**src/design/wtbac_defines.vh**
```
/*
 * constants of the 16-bit byte-accessed timer core: register offsets,
 * field positions, reset values, fixed tops and clock select codes.
 * assumes an 8-bit register bus, one byte per offset.
 */
// Contract
// - counter, compares, capture: 16 bits, two byte accesses
// - one shared high-byte latch for all wide registers
// - low-byte write loads latch plus low byte together
// - low-byte read copies high byte into latch
// - compare reads bypass the latch
// - bottom at 0x0000, maximum at 0xFFFF
// - top fixed, compare A or capture by mode
// - compare A as PWM top: no PWM, buffered
// - compare buffers compared against counter on each timer tick
// - compare match sets that channel's match flag
// - each channel drives a PWM or frequency waveform
// - selected capture edge copies counter to capture, except while capture is top
// - optional noise filter on the capture path
// - tick from prescaler or pin; none stops counter
// - four flags visible, each masked individually
// - control registers plain bytes, no latch
// - four-bit wave mode field and force strobes
// - software counter write beats counting
// - capture flag set with the capture copy
// - capture writable only when used as top
`ifndef WTBAC_DEFINES_VH
`define WTBAC_DEFINES_VH

// ==========================================================
// register offsets
`define WTBAC_ADR_CTRL_A 4'h0
`define WTBAC_ADR_CTRL_B 4'h1
`define WTBAC_ADR_CTRL_C 4'h2
`define WTBAC_ADR_CNT_LO 4'h3
`define WTBAC_ADR_CNT_HI 4'h4
`define WTBAC_ADR_CA_LO  4'h5
`define WTBAC_ADR_CA_HI  4'h6
`define WTBAC_ADR_CB_LO  4'h7
`define WTBAC_ADR_CB_HI  4'h8
`define WTBAC_ADR_CAP_LO 4'h9
`define WTBAC_ADR_CAP_HI 4'hA
`define WTBAC_ADR_FLAG   4'hB
`define WTBAC_ADR_MASK   4'hC

// ==========================================================
// reset values and counter landmarks
`define WTBAC_RST8   8'h00
`define WTBAC_RST16  16'h0000
`define WTBAC_BOTTOM 16'h0000
`define WTBAC_MAX    16'hFFFF
`define WTBAC_TOP8   16'h00FF
`define WTBAC_TOP9   16'h01FF
`define WTBAC_TOP10  16'h03FF

// ==========================================================
// field positions
`define WTBAC_CA_COMA 7:6
`define WTBAC_CA_COMB 5:4
`define WTBAC_CA_WMLO 1:0
`define WTBAC_CB_FILT 7
`define WTBAC_CB_EDGE 6
`define WTBAC_CB_SRC  5
`define WTBAC_CB_WMHI 4:3
`define WTBAC_CB_CS   2:0
`define WTBAC_CC_FRCA 7
`define WTBAC_CC_FRCB 6
`define WTBAC_FL_WRAP 0
`define WTBAC_FL_MA   1
`define WTBAC_FL_MB   2
`define WTBAC_FL_CAP  3

// ==========================================================
// clock select codes and prescaler tap masks
`define WTBAC_CS_STOP  3'h0
`define WTBAC_CS_DIV1  3'h1
`define WTBAC_CS_DIV8  3'h2
`define WTBAC_CS_DIV64 3'h3
`define WTBAC_CS_D256  3'h4
`define WTBAC_CS_D1024 3'h5
`define WTBAC_CS_FALL  3'h6
`define WTBAC_CS_RISE  3'h7
`define WTBAC_PRE8     10'h007
`define WTBAC_PRE64    10'h03F
`define WTBAC_PRE256   10'h0FF
`define WTBAC_PRE1024  10'h3FF
`define WTBAC_FILT_N   4

`endif

```
**src/design/wtbac_pin_cond.v**
```verilog
/*
 * pin conditioner: two-stage synchroniser, optional majority-free
 * noise filter (level must hold for a run of samples) and edge pulses.
 * assumes an asynchronous pin and the core clock.
 */
`timescale 1ns/1ps
`default_nettype none
`include "wtbac_defines.vh"

module wtbac_pin_cond (
	input  wire core_clk_in,  // core clock
	input  wire rst_n_in,     // async reset, low
	input  wire pin_in,       // raw pin
	input  wire filt_en_in,   // noise filter on
	output reg  rise_out,     // one-cycle rising pulse
	output reg  fall_out      // one-cycle falling pulse
);

	// ==========================================================
	// synchroniser and filter state
	reg                      meta_q;  // first stage, read by sync_q only
	reg                      sync_q;  // second stage
	reg [`WTBAC_FILT_N-1:0]  hist_q;  // recent samples
	reg                      lvl_q;   // conditioned level
	reg                      lvl_d;   // next conditioned level

	// filter: the level only moves when all samples agree
	always @* begin
		lvl_d = lvl_q;
		if (!filt_en_in)
			lvl_d = sync_q;
		else if (&hist_q)
			lvl_d = 1'b1;
		else if (~|hist_q)
			lvl_d = 1'b0;
	end

	// sample, filter and detect edges
	always @(posedge core_clk_in or negedge rst_n_in) begin
		if (!rst_n_in) begin
			meta_q   <= 1'b0;
			sync_q   <= 1'b0;
			hist_q   <= {`WTBAC_FILT_N{1'b0}};
			lvl_q    <= 1'b0;
			rise_out <= 1'b0;
			fall_out <= 1'b0;
		end else begin
			meta_q   <= pin_in;
			sync_q   <= meta_q;
			hist_q   <= {hist_q[`WTBAC_FILT_N-2:0], sync_q};
			lvl_q    <= lvl_d;
			rise_out <= lvl_d & ~lvl_q;
			fall_out <= ~lvl_d & lvl_q;
		end
	end

endmodule // wtbac_pin_cond
`default_nettype wire

```
**src/design/wtbac_core.v**
```verilog
/*
 * 16-bit timer core: counter, two buffered compare channels with
 * waveform outputs, one filtered capture channel, four flags, byte
 * access through one shared high-byte latch over Avalon-MM.
 * assumes an 8-bit Avalon master and asynchronous pins.
 */
// Design decisions made here: register access over Avalon-MM and the address map.
`timescale 1ns/1ps
`default_nettype none
`include "wtbac_defines.vh"

module wtbac_core (
	input  wire       core_clk_in,          // 25 MHz core clock
	input  wire       rst_n_in,             // async reset, low
	input  wire [3:0] avs_address_in,       // byte register index
	input  wire       avs_read_in,          // read request
	input  wire       avs_write_in,         // write request
	input  wire [7:0] avs_writedata_in,     // write byte
	output reg  [7:0] avs_readdata_out,     // read byte
	output reg        avs_waitrequest_out,  // stall, high idle
	input  wire       ext_count_pin_in,     // external count pin
	input  wire       capture_pin_in,       // capture pin
	input  wire       comp_out_in,          // comparator output
	output reg        wave_out_a_out,       // channel A waveform
	output reg        wave_out_b_out,       // channel B waveform
	output reg  [3:0] irq_req_out           // masked requests
);

	// ==========================================================
	// mode kinds
	localparam [1:0] K_NORM = 2'b00;  // free run to max
	localparam [1:0] K_CTC  = 2'b01;  // clear at top
	localparam [1:0] K_FAST = 2'b10;  // single slope pwm
	localparam [1:0] K_DUAL = 2'b11;  // dual slope pwm

	// ==========================================================
	// registers
	reg  [7:0]  ctrl_a_q;    // timer_ctrl_a
	reg  [7:0]  ctrl_b_q;    // timer_ctrl_b
	reg  [15:0] count_q;     // count_value
	reg  [15:0] cbuf_a_q;    // compare_value_a, software side
	reg  [15:0] cbuf_b_q;    // compare_value_b, software side
	reg  [15:0] cact_a_q;    // compare A in use
	reg  [15:0] cact_b_q;    // compare B in use
	reg  [15:0] cap_q;       // capture_value
	reg  [7:0]  latch_q;     // shared high-byte latch
	reg  [3:0]  flag_q;      // timer_flag_reg
	reg  [3:0]  mask_q;      // timer_mask_reg
	reg  [9:0]  pre_q;       // free-running prescaler
	reg         down_q;      // dual slope: counting down
	reg  [1:0]  wave_q;      // waveform levels, bit per channel

	// ==========================================================
	// decoded mode
	wire [3:0]  wave_mode_field;  // four-bit mode
	reg  [1:0]  kind;             // counting kind
	reg  [15:0] top_v;            // top of sequence
	reg         top_ca;           // compare A is top
	reg         top_cap;          // capture is top
	wire        pwm;              // pwm kinds

	// ==========================================================
	// bus decode
	wire        bus_req;   // any request
	wire        rd_take;   // read data loaded this cycle
	wire        wr_do;     // write takes effect this cycle
	wire [15:0] wr_word;   // latch and written byte

	// ==========================================================
	// timing and events
	reg         tick;       // timer_tick
	wire        at_top;     // counter at top
	wire        at_bot;     // counter at bottom
	wire        at_max;     // counter at maximum
	wire        upd;        // compare buffers move to use
	wire        wrap_ev;    // sets wrap_flag
	wire [1:0]  match;      // compare matches
	wire [1:0]  force_m;    // force strobes
	wire [31:0] cmp_v;      // compare values per channel
	wire [3:0]  com_v;      // output modes per channel
	wire        ext_rise;   // external pin edges
	wire        ext_fall;
	wire        cpin_rise;  // capture pin edges
	wire        cpin_fall;
	wire        comp_rise;  // comparator edges
	wire        comp_fall;
	wire        cap_rise;   // selected source edges
	wire        cap_fall;
	wire        cap_ev;     // capture trigger
	wire [3:0]  flag_set;   // hardware flag sets
	wire [3:0]  flag_clr;   // software flag clears

	// ==========================================================
	// pin conditioning
	wtbac_pin_cond u_ext (
		.core_clk_in (core_clk_in),
		.rst_n_in    (rst_n_in),
		.pin_in      (ext_count_pin_in),
		.filt_en_in  (1'b0),
		.rise_out    (ext_rise),
		.fall_out    (ext_fall)
	);

	// capture pin, filter on request
	wtbac_pin_cond u_cpin (
		.core_clk_in (core_clk_in),
		.rst_n_in    (rst_n_in),
		.pin_in      (capture_pin_in),
		.filt_en_in  (ctrl_b_q[`WTBAC_CB_FILT]),
		.rise_out    (cpin_rise),
		.fall_out    (cpin_fall)
	);

	// comparator output as alternate capture source
	wtbac_pin_cond u_comp (
		.core_clk_in (core_clk_in),
		.rst_n_in    (rst_n_in),
		.pin_in      (comp_out_in),
		.filt_en_in  (ctrl_b_q[`WTBAC_CB_FILT]),
		.rise_out    (comp_rise),
		.fall_out    (comp_fall)
	);

	// ==========================================================
	// mode decode: fixed tops, compare A or capture as top
	assign wave_mode_field = {ctrl_b_q[`WTBAC_CB_WMHI],
		ctrl_a_q[`WTBAC_CA_WMLO]};
	always @* begin
		kind    = K_NORM;
		top_v   = `WTBAC_MAX;
		top_ca  = 1'b0;
		top_cap = 1'b0;
		case (wave_mode_field)
		4'h1: begin kind = K_DUAL; top_v = `WTBAC_TOP8; end
		4'h2: begin kind = K_DUAL; top_v = `WTBAC_TOP9; end
		4'h3: begin kind = K_DUAL; top_v = `WTBAC_TOP10; end
		4'h4: begin kind = K_CTC; top_ca = 1'b1; end
		4'h5: begin kind = K_FAST; top_v = `WTBAC_TOP8; end
		4'h6: begin kind = K_FAST; top_v = `WTBAC_TOP9; end
		4'h7: begin kind = K_FAST; top_v = `WTBAC_TOP10; end
		4'h8, 4'hA: begin kind = K_DUAL; top_cap = 1'b1; end
		4'h9, 4'hB: begin kind = K_DUAL; top_ca = 1'b1; end
		4'hC: begin kind = K_CTC; top_cap = 1'b1; end
		4'hE: begin kind = K_FAST; top_cap = 1'b1; end
		4'hF: begin kind = K_FAST; top_ca = 1'b1; end
		default: kind = K_NORM;
		endcase
		if (top_ca)
			top_v = cact_a_q;
		else if (top_cap)
			top_v = cap_q;
	end
	assign pwm = kind[1];

	// ==========================================================
	// prescaler and clock select
	always @* begin
		case (ctrl_b_q[`WTBAC_CB_CS])
		`WTBAC_CS_STOP:  tick = 1'b0;
		`WTBAC_CS_DIV1:  tick = 1'b1;
		`WTBAC_CS_DIV8:
			tick = (pre_q & `WTBAC_PRE8) == `WTBAC_PRE8;
		`WTBAC_CS_DIV64:
			tick = (pre_q & `WTBAC_PRE64) == `WTBAC_PRE64;
		`WTBAC_CS_D256:
			tick = (pre_q & `WTBAC_PRE256) == `WTBAC_PRE256;
		`WTBAC_CS_D1024:
			tick = pre_q == `WTBAC_PRE1024;
		`WTBAC_CS_FALL:  tick = ext_fall;
		`WTBAC_CS_RISE:  tick = ext_rise;
		default:         tick = 1'b0;
		endcase
	end

	// ==========================================================
	// avalon slave: one stall cycle, then the answer
	assign bus_req = avs_read_in | avs_write_in;
	assign rd_take = avs_read_in & avs_waitrequest_out;
	assign wr_do   = avs_write_in & ~avs_waitrequest_out;
	assign wr_word = {latch_q, avs_writedata_in};

	// waitrequest drops one cycle after a request appears
	always @(posedge core_clk_in or negedge rst_n_in) begin
		if (!rst_n_in)
			avs_waitrequest_out <= 1'b1;
		else
			avs_waitrequest_out <= ~(bus_req & avs_waitrequest_out);
	end

	// read data mux, loaded in the stall cycle
	always @(posedge core_clk_in or negedge rst_n_in) begin
		if (!rst_n_in) begin
			avs_readdata_out <= `WTBAC_RST8;
		end else if (rd_take) begin
			case (avs_address_in)
			`WTBAC_ADR_CTRL_A: avs_readdata_out <= ctrl_a_q;
			`WTBAC_ADR_CTRL_B: avs_readdata_out <= ctrl_b_q;
			`WTBAC_ADR_CNT_LO: avs_readdata_out <= count_q[7:0];
			`WTBAC_ADR_CNT_HI: avs_readdata_out <= latch_q;
			`WTBAC_ADR_CA_LO:  avs_readdata_out <= cbuf_a_q[7:0];
			`WTBAC_ADR_CA_HI:  avs_readdata_out <= cbuf_a_q[15:8];
			`WTBAC_ADR_CB_LO:  avs_readdata_out <= cbuf_b_q[7:0];
			`WTBAC_ADR_CB_HI:  avs_readdata_out <= cbuf_b_q[15:8];
			`WTBAC_ADR_CAP_LO: avs_readdata_out <= cap_q[7:0];
			`WTBAC_ADR_CAP_HI: avs_readdata_out <= latch_q;
			`WTBAC_ADR_FLAG:   avs_readdata_out <= {4'h0, flag_q};
			`WTBAC_ADR_MASK:   avs_readdata_out <= {4'h0, mask_q};
			default:           avs_readdata_out <= `WTBAC_RST8;
			endcase
		end
	end

	// ==========================================================
	// shared latch: high-byte writes and low-byte reads
	always @(posedge core_clk_in or negedge rst_n_in) begin
		if (!rst_n_in) begin
			latch_q <= `WTBAC_RST8;
		end else if (wr_do) begin
			case (avs_address_in)
			`WTBAC_ADR_CNT_HI, `WTBAC_ADR_CA_HI,
			`WTBAC_ADR_CB_HI, `WTBAC_ADR_CAP_HI:
				latch_q <= avs_writedata_in;
			default: latch_q <= latch_q;
			endcase
		end else if (rd_take) begin
			case (avs_address_in)
			`WTBAC_ADR_CNT_LO: latch_q <= count_q[15:8];
			`WTBAC_ADR_CAP_LO: latch_q <= cap_q[15:8];
			default:           latch_q <= latch_q;
			endcase
		end
	end

	// control and mask bytes, plain writes
	always @(posedge core_clk_in or negedge rst_n_in) begin
		if (!rst_n_in) begin
			ctrl_a_q <= `WTBAC_RST8;
			ctrl_b_q <= `WTBAC_RST8;
			mask_q   <= 4'h0;
		end else if (wr_do) begin
			case (avs_address_in)
			`WTBAC_ADR_CTRL_A: ctrl_a_q <= avs_writedata_in;
			`WTBAC_ADR_CTRL_B: ctrl_b_q <= avs_writedata_in;
			`WTBAC_ADR_MASK:   mask_q <= avs_writedata_in[3:0];
			default:           ctrl_a_q <= ctrl_a_q;
			endcase
		end
	end

	// ==========================================================
	// counter landmarks and events
	assign at_top  = count_q == top_v;
	assign at_bot  = count_q == `WTBAC_BOTTOM;
	assign at_max  = count_q == `WTBAC_MAX;
	assign wrap_ev = tick & ((kind == K_FAST) ? at_top :
		(kind == K_DUAL) ? (at_bot & down_q) : at_max);
	assign upd     = ~pwm | (tick & ((kind == K_FAST) ? at_top : at_bot));
	assign cmp_v   = {cact_b_q, cact_a_q};
	assign com_v   = {ctrl_a_q[`WTBAC_CA_COMB], ctrl_a_q[`WTBAC_CA_COMA]};
	assign force_m = {2{wr_do & (avs_address_in == `WTBAC_ADR_CTRL_C)
		& ~pwm}} & {avs_writedata_in[`WTBAC_CC_FRCB],
		avs_writedata_in[`WTBAC_CC_FRCA]};

	// counter: software write first, else count on tick
	always @(posedge core_clk_in or negedge rst_n_in) begin
		if (!rst_n_in) begin
			count_q <= `WTBAC_RST16;
			down_q  <= 1'b0;
		end else if (wr_do && avs_address_in == `WTBAC_ADR_CNT_LO) begin
			count_q <= wr_word;
		end else if (tick) begin
			case (kind)
			K_CTC, K_FAST:
				count_q <= at_top ? `WTBAC_BOTTOM : count_q + 16'h0001;
			K_DUAL: begin
				if (!down_q && at_top) begin
					count_q <= count_q - 16'h0001;
					down_q  <= 1'b1;
				end else if (down_q && at_bot) begin
					count_q <= count_q + 16'h0001;
					down_q  <= 1'b0;
				end else if (down_q) begin
					count_q <= count_q - 16'h0001;
				end else begin
					count_q <= count_q + 16'h0001;
				end
			end
			default: count_q <= count_q + 16'h0001;
			endcase
		end
	end

	// ==========================================================
	// compare buffers: software side and in-use side
	always @(posedge core_clk_in or negedge rst_n_in) begin
		if (!rst_n_in) begin
			cbuf_a_q <= `WTBAC_RST16;
			cbuf_b_q <= `WTBAC_RST16;
			cact_a_q <= `WTBAC_RST16;
			cact_b_q <= `WTBAC_RST16;
		end else begin
			if (wr_do && avs_address_in == `WTBAC_ADR_CA_LO)
				cbuf_a_q <= wr_word;
			if (wr_do && avs_address_in == `WTBAC_ADR_CB_LO)
				cbuf_b_q <= wr_word;
			if (upd) begin
				cact_a_q <= cbuf_a_q;
				cact_b_q <= cbuf_b_q;
			end
		end
	end

	// ==========================================================
	// capture unit
	assign cap_rise = ctrl_b_q[`WTBAC_CB_SRC] ? comp_rise : cpin_rise;
	assign cap_fall = ctrl_b_q[`WTBAC_CB_SRC] ? comp_fall : cpin_fall;
	assign cap_ev   = ~top_cap &
		(ctrl_b_q[`WTBAC_CB_EDGE] ? cap_rise : cap_fall);

	// capture copy, or software write when it serves as top
	always @(posedge core_clk_in or negedge rst_n_in) begin
		if (!rst_n_in)
			cap_q <= `WTBAC_RST16;
		else if (cap_ev)
			cap_q <= count_q;
		else if (wr_do && avs_address_in == `WTBAC_ADR_CAP_LO
			&& top_cap)
			cap_q <= wr_word;
	end

	// ==========================================================
	// compare channels and waveform generators
	genvar ch;
	generate
		for (ch = 0; ch < 2; ch = ch + 1) begin : g_chan
			// continuous compare, qualified by the tick
			assign match[ch] = tick &
				(count_q == cmp_v[ch*16 +: 16]);

			// waveform level per channel
			always @(posedge core_clk_in or negedge rst_n_in) begin
				if (!rst_n_in) begin
					wave_q[ch] <= 1'b0;
				end else if (pwm && ch == 0 && top_ca) begin
					if (match[ch] && com_v[2*ch +: 2] == 2'b01)
						wave_q[ch] <= ~wave_q[ch];
				end else if (pwm && com_v[2*ch+1]) begin
					if (match[ch])
						wave_q[ch] <= com_v[2*ch] ^
							((kind == K_DUAL) & down_q);
					else if (kind == K_FAST && wrap_ev)
						wave_q[ch] <= ~com_v[2*ch];
				end else if (!pwm && (match[ch] || force_m[ch])) begin
					case (com_v[2*ch +: 2])
					2'b01:   wave_q[ch] <= ~wave_q[ch];
					2'b10:   wave_q[ch] <= 1'b0;
					2'b11:   wave_q[ch] <= 1'b1;
					default: wave_q[ch] <= wave_q[ch];
					endcase
				end
			end
		end
	endgenerate

	// ==========================================================
	// flags: set wins over a write-one clear
	assign flag_set = {cap_ev, match[1], match[0], wrap_ev};
	assign flag_clr = (wr_do && avs_address_in == `WTBAC_ADR_FLAG) ?
		avs_writedata_in[3:0] : 4'h0;

	// flags, prescaler, outputs
	always @(posedge core_clk_in or negedge rst_n_in) begin
		if (!rst_n_in) begin
			flag_q         <= 4'h0;
			pre_q          <= 10'h000;
			irq_req_out    <= 4'h0;
			wave_out_a_out <= 1'b0;
			wave_out_b_out <= 1'b0;
		end else begin
			flag_q         <= (flag_q & ~flag_clr) | flag_set;
			pre_q          <= pre_q + 10'h001;
			irq_req_out    <= flag_q & mask_q;
			wave_out_a_out <= wave_q[0];
			wave_out_b_out <= wave_q[1];
		end
	end

endmodule // wtbac_core
`default_nettype wire

```
**config.mk**
```make
export PLATFORM = sky130hd
export DESIGN_NAME = wtbac_core
export DESIGN_NICKNAME = d
export VERILOG_FILES = /design/src/design/wtbac_pin_cond.v /design/src/design/wtbac_core.v
export VERILOG_INCLUDE_DIRS = /design/src /design/src/design
export SDC_FILE = /design/constraint.sdc
export NUM_CORES = 1
export LEC_CHECK = 0
export BUFFER_PORTS_ARGS = -buffer_cell sky130_fd_sc_hd__buf_4
export CAP_MARGIN = 20
export CORE_UTILIZATION = 40
export DETAILED_ROUTE_END_ITERATION = 12
export PLACE_DENSITY = 0.59
export SLEW_MARGIN = 5
export SYNTH_ARGS = -nofsm -noshare
export SYNTH_HDL_FRONTEND = slang
export SYNTH_SLANG_ARGS = --single-unit
```
**constraint.sdc**
```tcl
create_clock -name core_clk_in -period 3.6 [get_ports core_clk_in]
set_input_delay 0.18 -clock core_clk_in [delete_from_list [all_inputs] [get_ports core_clk_in]]
set_output_delay 0.18 -clock core_clk_in [all_outputs]
set_load 0.005 [all_outputs]
```
# ---- Yosys cells after proc, flatten, opt, wreduce, memory -nomap -nowiden
# Index checks and enable logic that the tools add are counted.
dict set report word_totals {
  out_inout_bits 15
  regBits 179
  wordCells 237
  inputBits 19
}
dict set report op_classes {
  n_eq_ne 54
  addsub 3
  bitwise 42
  n_reduce_logical 53
  mux 48
}
# op count
set op_table {}
lappend op_table {{16-bit two-way mux} 10}
lappend op_table {{8-bit case mux with 11 select lines} 1}
lappend op_table {{16-bit equality test} 3}
lappend op_table {{4-bit equality test (second input constant)} 12}
lappend op_table {{16-bit case mux with 3 select lines} 1}
lappend op_table {{4-bit by 3-bit equality test with 1-bit output (second input constant)} 8}
lappend op_table {{16-bit case mux with 2 select lines} 1}
lappend op_table {{1-bit two-way mux} 26}
lappend op_table {{8-bit two-way mux} 3}
lappend op_table {{4-bit OR reduction} 5}
lappend op_table {{1-bit AND} 18}
lappend op_table {{16-bit by 1-bit adder with 16-bit output (second input constant)} 1}
lappend op_table {{16-bit equality test (second input constant)} 1}
lappend op_table {{4-bit by 2-bit equality test with 1-bit output (second input constant)} 4}
lappend op_table {{16-bit zero test} 1}
lappend op_table {{8-bit case mux with 2 select lines} 1}
lappend op_table {{4-bit AND reduction} 4}
lappend op_table {{16-bit by 1-bit subtractor with 16-bit output (second input constant)} 1}
lappend op_table {{3-bit equality test (second input constant)} 5}
lappend op_table {{1-bit logical AND} 15}
lappend op_table {{1-bit NOT} 15}
lappend op_table {{2-bit equality test (second input constant)} 6}
lappend op_table {{2-bit OR reduction} 6}
lappend op_table {{10-bit by 1-bit adder with 10-bit output (second input constant)} 1}
lappend op_table {{32 further kinds} 51}

# ---- Logic depth before layout (Yosys ltp)
dict set report depth {
  depth_word 13
  mapped_depth 15
  ltp_nobuf 11
}

# ---- Cells and area by module
# A second synthesis with hierarchy kept.
dict set report hier_totals {
  hier_cells 1045
  area_unflattened_um2 10336.2
}
# module instances cells_per_inst area_each_um2 seq_area_each_um2
set modules_own_cells {}
lappend modules_own_cells {wtbac_core 1 991 9454.1 3905.0}
lappend modules_own_cells {wtbac_pin_cond 3 18 294.0 225.2}

# ---- Least setup slack after synthesis
# OpenSTA, ideal clock, no wires.
dict set report synth_timing {
  path_type {register to register}
  from {register ctrl_b_q[4]}
  to {register count_q[10]}
  path_slack_ps 484
  path_stages_with_launch 16
  required_time_ps 3463
  arrival_ps 2979
  period_less_slack_ps 3116
  setup_ps 137
  n_path_buf 5
  path_cell_list {dfrtp_1 > buf_4 > buf_2 > nand2_1 > a21o_1 > inv_1 > clkbuf_1 > ha_1 > nand2b_1 > clkbuf_1 > nor2_1 > a31oi_2 > buf_4 > nor2_1 > o31ai_1 > o211ai_1}
}
dict set report synth_between {
  elab_chain_cells 11
  word_cells_on_any_way 39
  cone_classes {eq/ne (18); mux (11); reduce/logical (10)}
}
# item line_no
set synth_rtl {}
lappend synth_rtl {{start: declaration} wtbac_core.v:39} ;# reg [7:0] ctrl_b_q;
lappend synth_rtl {{start signal: assignment} wtbac_core.v:238} ;# ctrl_b_q <= `WTBAC_RST8;
lappend synth_rtl {{start signal: assignment} wtbac_core.v:243} ;# `WTBAC_ADR_CTRL_B: ctrl_b_q <= avs_writedata_in;
lappend synth_rtl {{4-bit by 3-bit equality test with 1-bit output, or another cell as far along} wtbac_core.v:133} ;# case (wave_mode_field)
lappend synth_rtl {{2-bit OR reduction (no line) / 4-bit OR reduction (equally long branches)} -}
lappend synth_rtl {{16-bit case mux with 3 select lines / 1-bit two-way mux (equally long branches)} wtbac_core.v:133}
lappend synth_rtl {{16-bit two-way mux} wtbac_core.v:150} ;# else if (top_cap)
lappend synth_rtl {{16-bit two-way mux} wtbac_core.v:148} ;# if (top_ca)
lappend synth_rtl {{16-bit equality test} wtbac_core.v:252} ;# assign at_top = count_q == top_v;
lappend synth_rtl {{1-bit logical AND} wtbac_core.v:276} ;# if (!down_q && at_top) begin
lappend synth_rtl {{16-bit two-way mux} wtbac_core.v:276}
lappend synth_rtl {{16-bit case mux with 2 select lines (*)} wtbac_core.v:272} ;# case (kind)
lappend synth_rtl {{16-bit two-way mux (*)} wtbac_core.v:271} ;# end else if (tick) begin
lappend synth_rtl {{16-bit two-way mux (*)} wtbac_core.v:269} ;# end else if (wr_do && avs_address_in == `WTBAC_ADR_CNT_LO) begin
lappend synth_rtl {{end signal: assignment} wtbac_core.v:270} ;# count_q <= wr_word;
lappend synth_rtl {{end signal: assignment} wtbac_core.v:274} ;# count_q <= at_top ? `WTBAC_BOTTOM : count_q + 16'h0001;
lappend synth_rtl {{end signal: assignment} wtbac_core.v:277} ;# count_q <= count_q - 16'h0001;
lappend synth_rtl {{end: declaration} wtbac_core.v:40} ;# reg [15:0] count_q;
# Mark *: on every way between the ends. The rest lies on a longest branch, timed or not. The select of a mux whose other input is x is not followed.
# A chain may end at the register's enable or synchronous reset.

# ---- Worst setup path in the final report
dict set report layout_timing {
  from {register ctrl_a_q[1]}
  to {register cact_a_q[15]}
}
dict set report layout_between {
  elab_chain_cells 9
  word_cells_on_any_way 34
  cone_classes {eq/ne (16); mux (7); bitwise (3); reduce/logical (8)}
}
# item line_no
set layout_rtl {}
lappend layout_rtl {{start: declaration} wtbac_core.v:38} ;# reg [7:0] ctrl_a_q;
lappend layout_rtl {{start signal: assignment} wtbac_core.v:237} ;# ctrl_a_q <= `WTBAC_RST8;
lappend layout_rtl {{start signal: assignment} wtbac_core.v:242} ;# `WTBAC_ADR_CTRL_A: ctrl_a_q <= avs_writedata_in;
lappend layout_rtl {{start signal: assignment} wtbac_core.v:245} ;# default: ctrl_a_q <= ctrl_a_q;
lappend layout_rtl {{4-bit by 3-bit equality test with 1-bit output, or another cell as far along} wtbac_core.v:133}
lappend layout_rtl {{2-bit OR reduction (no line) / 4-bit OR reduction (equally long branches)} -}
lappend layout_rtl {{16-bit case mux with 3 select lines / 1-bit two-way mux (equally long branches)} wtbac_core.v:133}
lappend layout_rtl {{16-bit two-way mux} wtbac_core.v:150}
lappend layout_rtl {{16-bit two-way mux} wtbac_core.v:148}
lappend layout_rtl {{16-bit equality test} wtbac_core.v:252}
lappend layout_rtl {{1-bit two-way mux} wtbac_core.v:257} ;# assign upd = ~pwm | (tick & ((kind == K_FAST) ? at_top : at_bot));
lappend layout_rtl {{1-bit AND} wtbac_core.v:257}
lappend layout_rtl {{1-bit OR (*)} wtbac_core.v:257}
lappend layout_rtl {{end signal: assignment} wtbac_core.v:299} ;# cact_a_q <= `WTBAC_RST16;
lappend layout_rtl {{end signal: assignment} wtbac_core.v:307} ;# cact_a_q <= cbuf_a_q;
lappend layout_rtl {{end: declaration} wtbac_core.v:43} ;# reg [15:0] cact_a_q;
# Mark *: on every way between the ends. The rest lies on a longest branch, timed or not.

==> results.cfg <==
[clock_network]
numCtsBuffers = 17
postCtsSetupBuffers = 0
cts_tree = done
cts.htree.levels = 4
cts_root_buf = clkbuf_16
clock_sinks = 179
cts_buffer_depth = 2
path_clk_slew_ns = 0.09
clk_latency_ns = 0.46

[power]
vdd_drop_max_v = 0.000332
seq_power_share_pct = 38.4
clkPwrFrac_pct = 22.8
power_mw = 8.58
intPower_mw = 4.95
p_sw_share_pct = 42.3
pwr-share-comb_pct = 38.8
p_switching_mw = 3.63
p_leak_nw = 5.23
p_per_area_nw_per_um2 = 728

[yosys]
postSynthAreaPerCell_sq_um = 9.85
synth_top_flop_cell = dfrtp_1
synth_area_sq_um = 10300
ys_types = 87
synth_cells = 1050
synth_edf_count = 0
synth-seq-area-share_pct = 43.3
yosysWarnings = 0
synth_nets = 1076
synth_seq_cells = 179
async_flop_share_pct = 100

[placed_design]
hpwl_microns = 24300
dp_cells = 1396
pre_cts_slack_ns = 0.214
io_buffers = 33
dpl_cell_area_sq_um = 11100
place_congestion = 0.944

[min_path]
hold_class = input port to register

[critical_path]
end_kind = register
worst-setup-path-type = register to register
cp-start-kind = register
required_ns = 3.92
critical_path_arrival_ns = 3.67
critPathMaxFanout = 13

[timing]
rsz0062_at_grt = no
finalHoldViolations = 0
max_slew.worst_pin.slew_ns = 1.04
holdWs_ns = 0.0816
setup_viol = 0
fin_skew_ns = 0.0241
timing.final.crit_share_pct = 92.9
slew_viol_final = 0
worst_slack_ns = 0.256
fin_setup_tns_ns = 0
fin_crit_ns = 3.34
relSlewSlack_pct = 30.8
fmax_mhz = 299

[global_route]
grt_start_max_net_pins = 107
grt_pass1_wl_microns = 52200
antenna_found_initial = 1
grt_pass1_vias = 8358
track_usage_pct = 26.6
grt_remaining_overflow = 0

[detailed_routing]
vias_per_cell = 6.12
routed_wl_microns = 33900
ant_nets = 0
drt_pass1_iterations = 7
drt_iter0_markers = 858
via_count = 8777
wl_per_cell_microns = 23.6
drc_errors = 0

[layout]
areaGrowthSynthToFinish_pct = 14.0
nNetsFinal = 1117
finish.utilization_pct = 46.7
fill_cells = 2455
final_area_sq_um = 11800
drive_gt1_share_pct = 21.7
stdcell_count = 1434
n_antenna_cell = 0

[floorplan]
die_w_microns = 163
core_sq_um = 25300
boundaryPins = 34
die_h_microns = 163
die_area_sq_um = 26500
initial_core_util_pct = 40.9
fp-row-count = 58

[run]
cap_violations = 0

[status]
status = finished, final reports clean
## kinds of logic after synthesis
logic type	Yosys count	synth area share, %
and+or+nand+nor	336	16.1
AOI/OAI and AO/OA	275	18.8
DFF	179	43.3
muxes	105	12.3
buffers and inverters	102	4.72
xor gates and xnor gates	46	3.90
adders and majority gates	7	0.847
## area by class of cell
class	count	area, sq um	share of cell area (%)
Multi-Input combinational cell	769	5380	45.7
Sequential cell	179	4480	38.0
Timing Repair Buffer	96	779	6.61
Clock buffer	17	425	3.61
Tap cell	330	413	3.50
Clock inverter	15	196	1.67
Inverter	28	105	0.892
## cell usage in the layout (no fill, tap or decap), drive strengths merged, types with 7 or more instances in the layout
cell type	instances
dfrtp	178
nand2	104
buf	89
mux2	88
nor2	84
o21ai	58
a21oi	46
xor2	35
inv	35
a22oi	24
nand3	22
o31ai	22
nand2b	19
a31oi	19
nor4	19
clkbuf	18
nor3	17
and3	16
mux2i	16
a211oi	12
xnor2	11
or3	10
o22ai	9
nor2b	9
and2	8
o21a	8
nand4	8
clkinv	8
a221oi	7
o211ai	7
ha	7
## path summary, 6_finish.rpt
| check | endpoint | start | depth (start not counted) | slack, ns |
|---|---|---|---|---|
| max | cact_a_q[15]$_DFFE_PN0P_ | ctrl_a_q[1]$_DFFE_PN0P_ | 11 | 0.26 |
| min | count_q[0]$_DFFE_PN0P_ | avs_writedata_in[0] | 3 | 0.08 |
| max reg2reg | cact_a_q[15]$_DFFE_PN0P_ | ctrl_a_q[1]$_DFFE_PN0P_ | 11 | 0.26 |
| min reg2reg | u_comp.sync_q$_DFF_PN0_ | u_comp.meta_q$_DFF_PN0_ | 0 | 0.35 |
| max in group asynchronous | mask_q[0]$_DFFE_PN0P_ | rst_n_in | 3 | 2.24 |
| min in group asynchronous | u_comp.meta_q$_DFF_PN0_ | rst_n_in | 2 | 0.37 |
## routing by layer
| metal | GRT usage (%) | vias to the layer above | wire (microns) |
|---|---|---|---|
| li1 | - | 3931 | - |
| met1 | 38.3 | 4385 | 15500 |
| met2 | 40.1 | 396 | 15000 |
| met3 | 4.30 | 65 | 2230 |
| met4 | 9.52 | 0 | 1100 |
| met5 | 0 | - | 0 |
## worst max-delay path, cell delays in order (launching register included)
cell      delay [ns]
dfrtp_1         0.46
buf_4           0.21
or3_1           0.39
a21boi_0        0.25
o21ai_0         0.13
a211oi_2        0.31
and4_4          0.30
nand2_4         0.09
a211oi_4        0.32
or2_2           0.20
buf_4           0.24
mux2_4          0.32
## power groups by stage
stage / logic, mW / registers, mW / clock network, mW
global route: 3.61 / 3.36 / 2.07
CTS: 3.30 / 3.27 / 1.99
detailed placement: 3.28 / 3.30 / 0
floorplan: 2.45 / 2.90 / 0
finish: 3.33 / 3.30 / 1.96
global placement: 3.24 / 3.30 / 0
## synth_stat cells, drive strengths merged, types with 22 or more instances
cell / instances / share of area (%)
dfrtp: 178 / 43
nand2: 104 / 3.9
mux2: 88 / 11
nor2: 84 / 3.0
o21ai: 58 / 2.8
a21oi: 46 / 2.3
clkbuf: 43 / 1.6
xor2: 35 / 3.0
buf: 31 / 2.1
inv: 28 / 1.0
a22oi: 24 / 1.7
nand3: 22 / 1.1
o31ai: 22 / 1.9
## sequential cells by signal, indices dropped and copies added (netlist names), 2 cells and up
name              flops
cbuf_a_q             16
pre_q                10
avs_readdata_out      8
cact_a_q             16
u_cpin.hist_q         4
wave_q                2
u_comp.hist_q         4
ctrl_a_q              8
count_q              16
flag_q                4
ctrl_b_q              8
cact_b_q             16
latch_q               8
irq_req_out           4
cbuf_b_q             16
mask_q                4
cap_q                16
## timing repair
action / in CTS / in global routing
gates resized for setup: 0 / 3
setup endpoints to repair: 0 / 2
hold buffers: 6 / 0
endpoints found under the hold margin: 107 / 0
No activity file was read; power rests on OpenSTA's default activity.
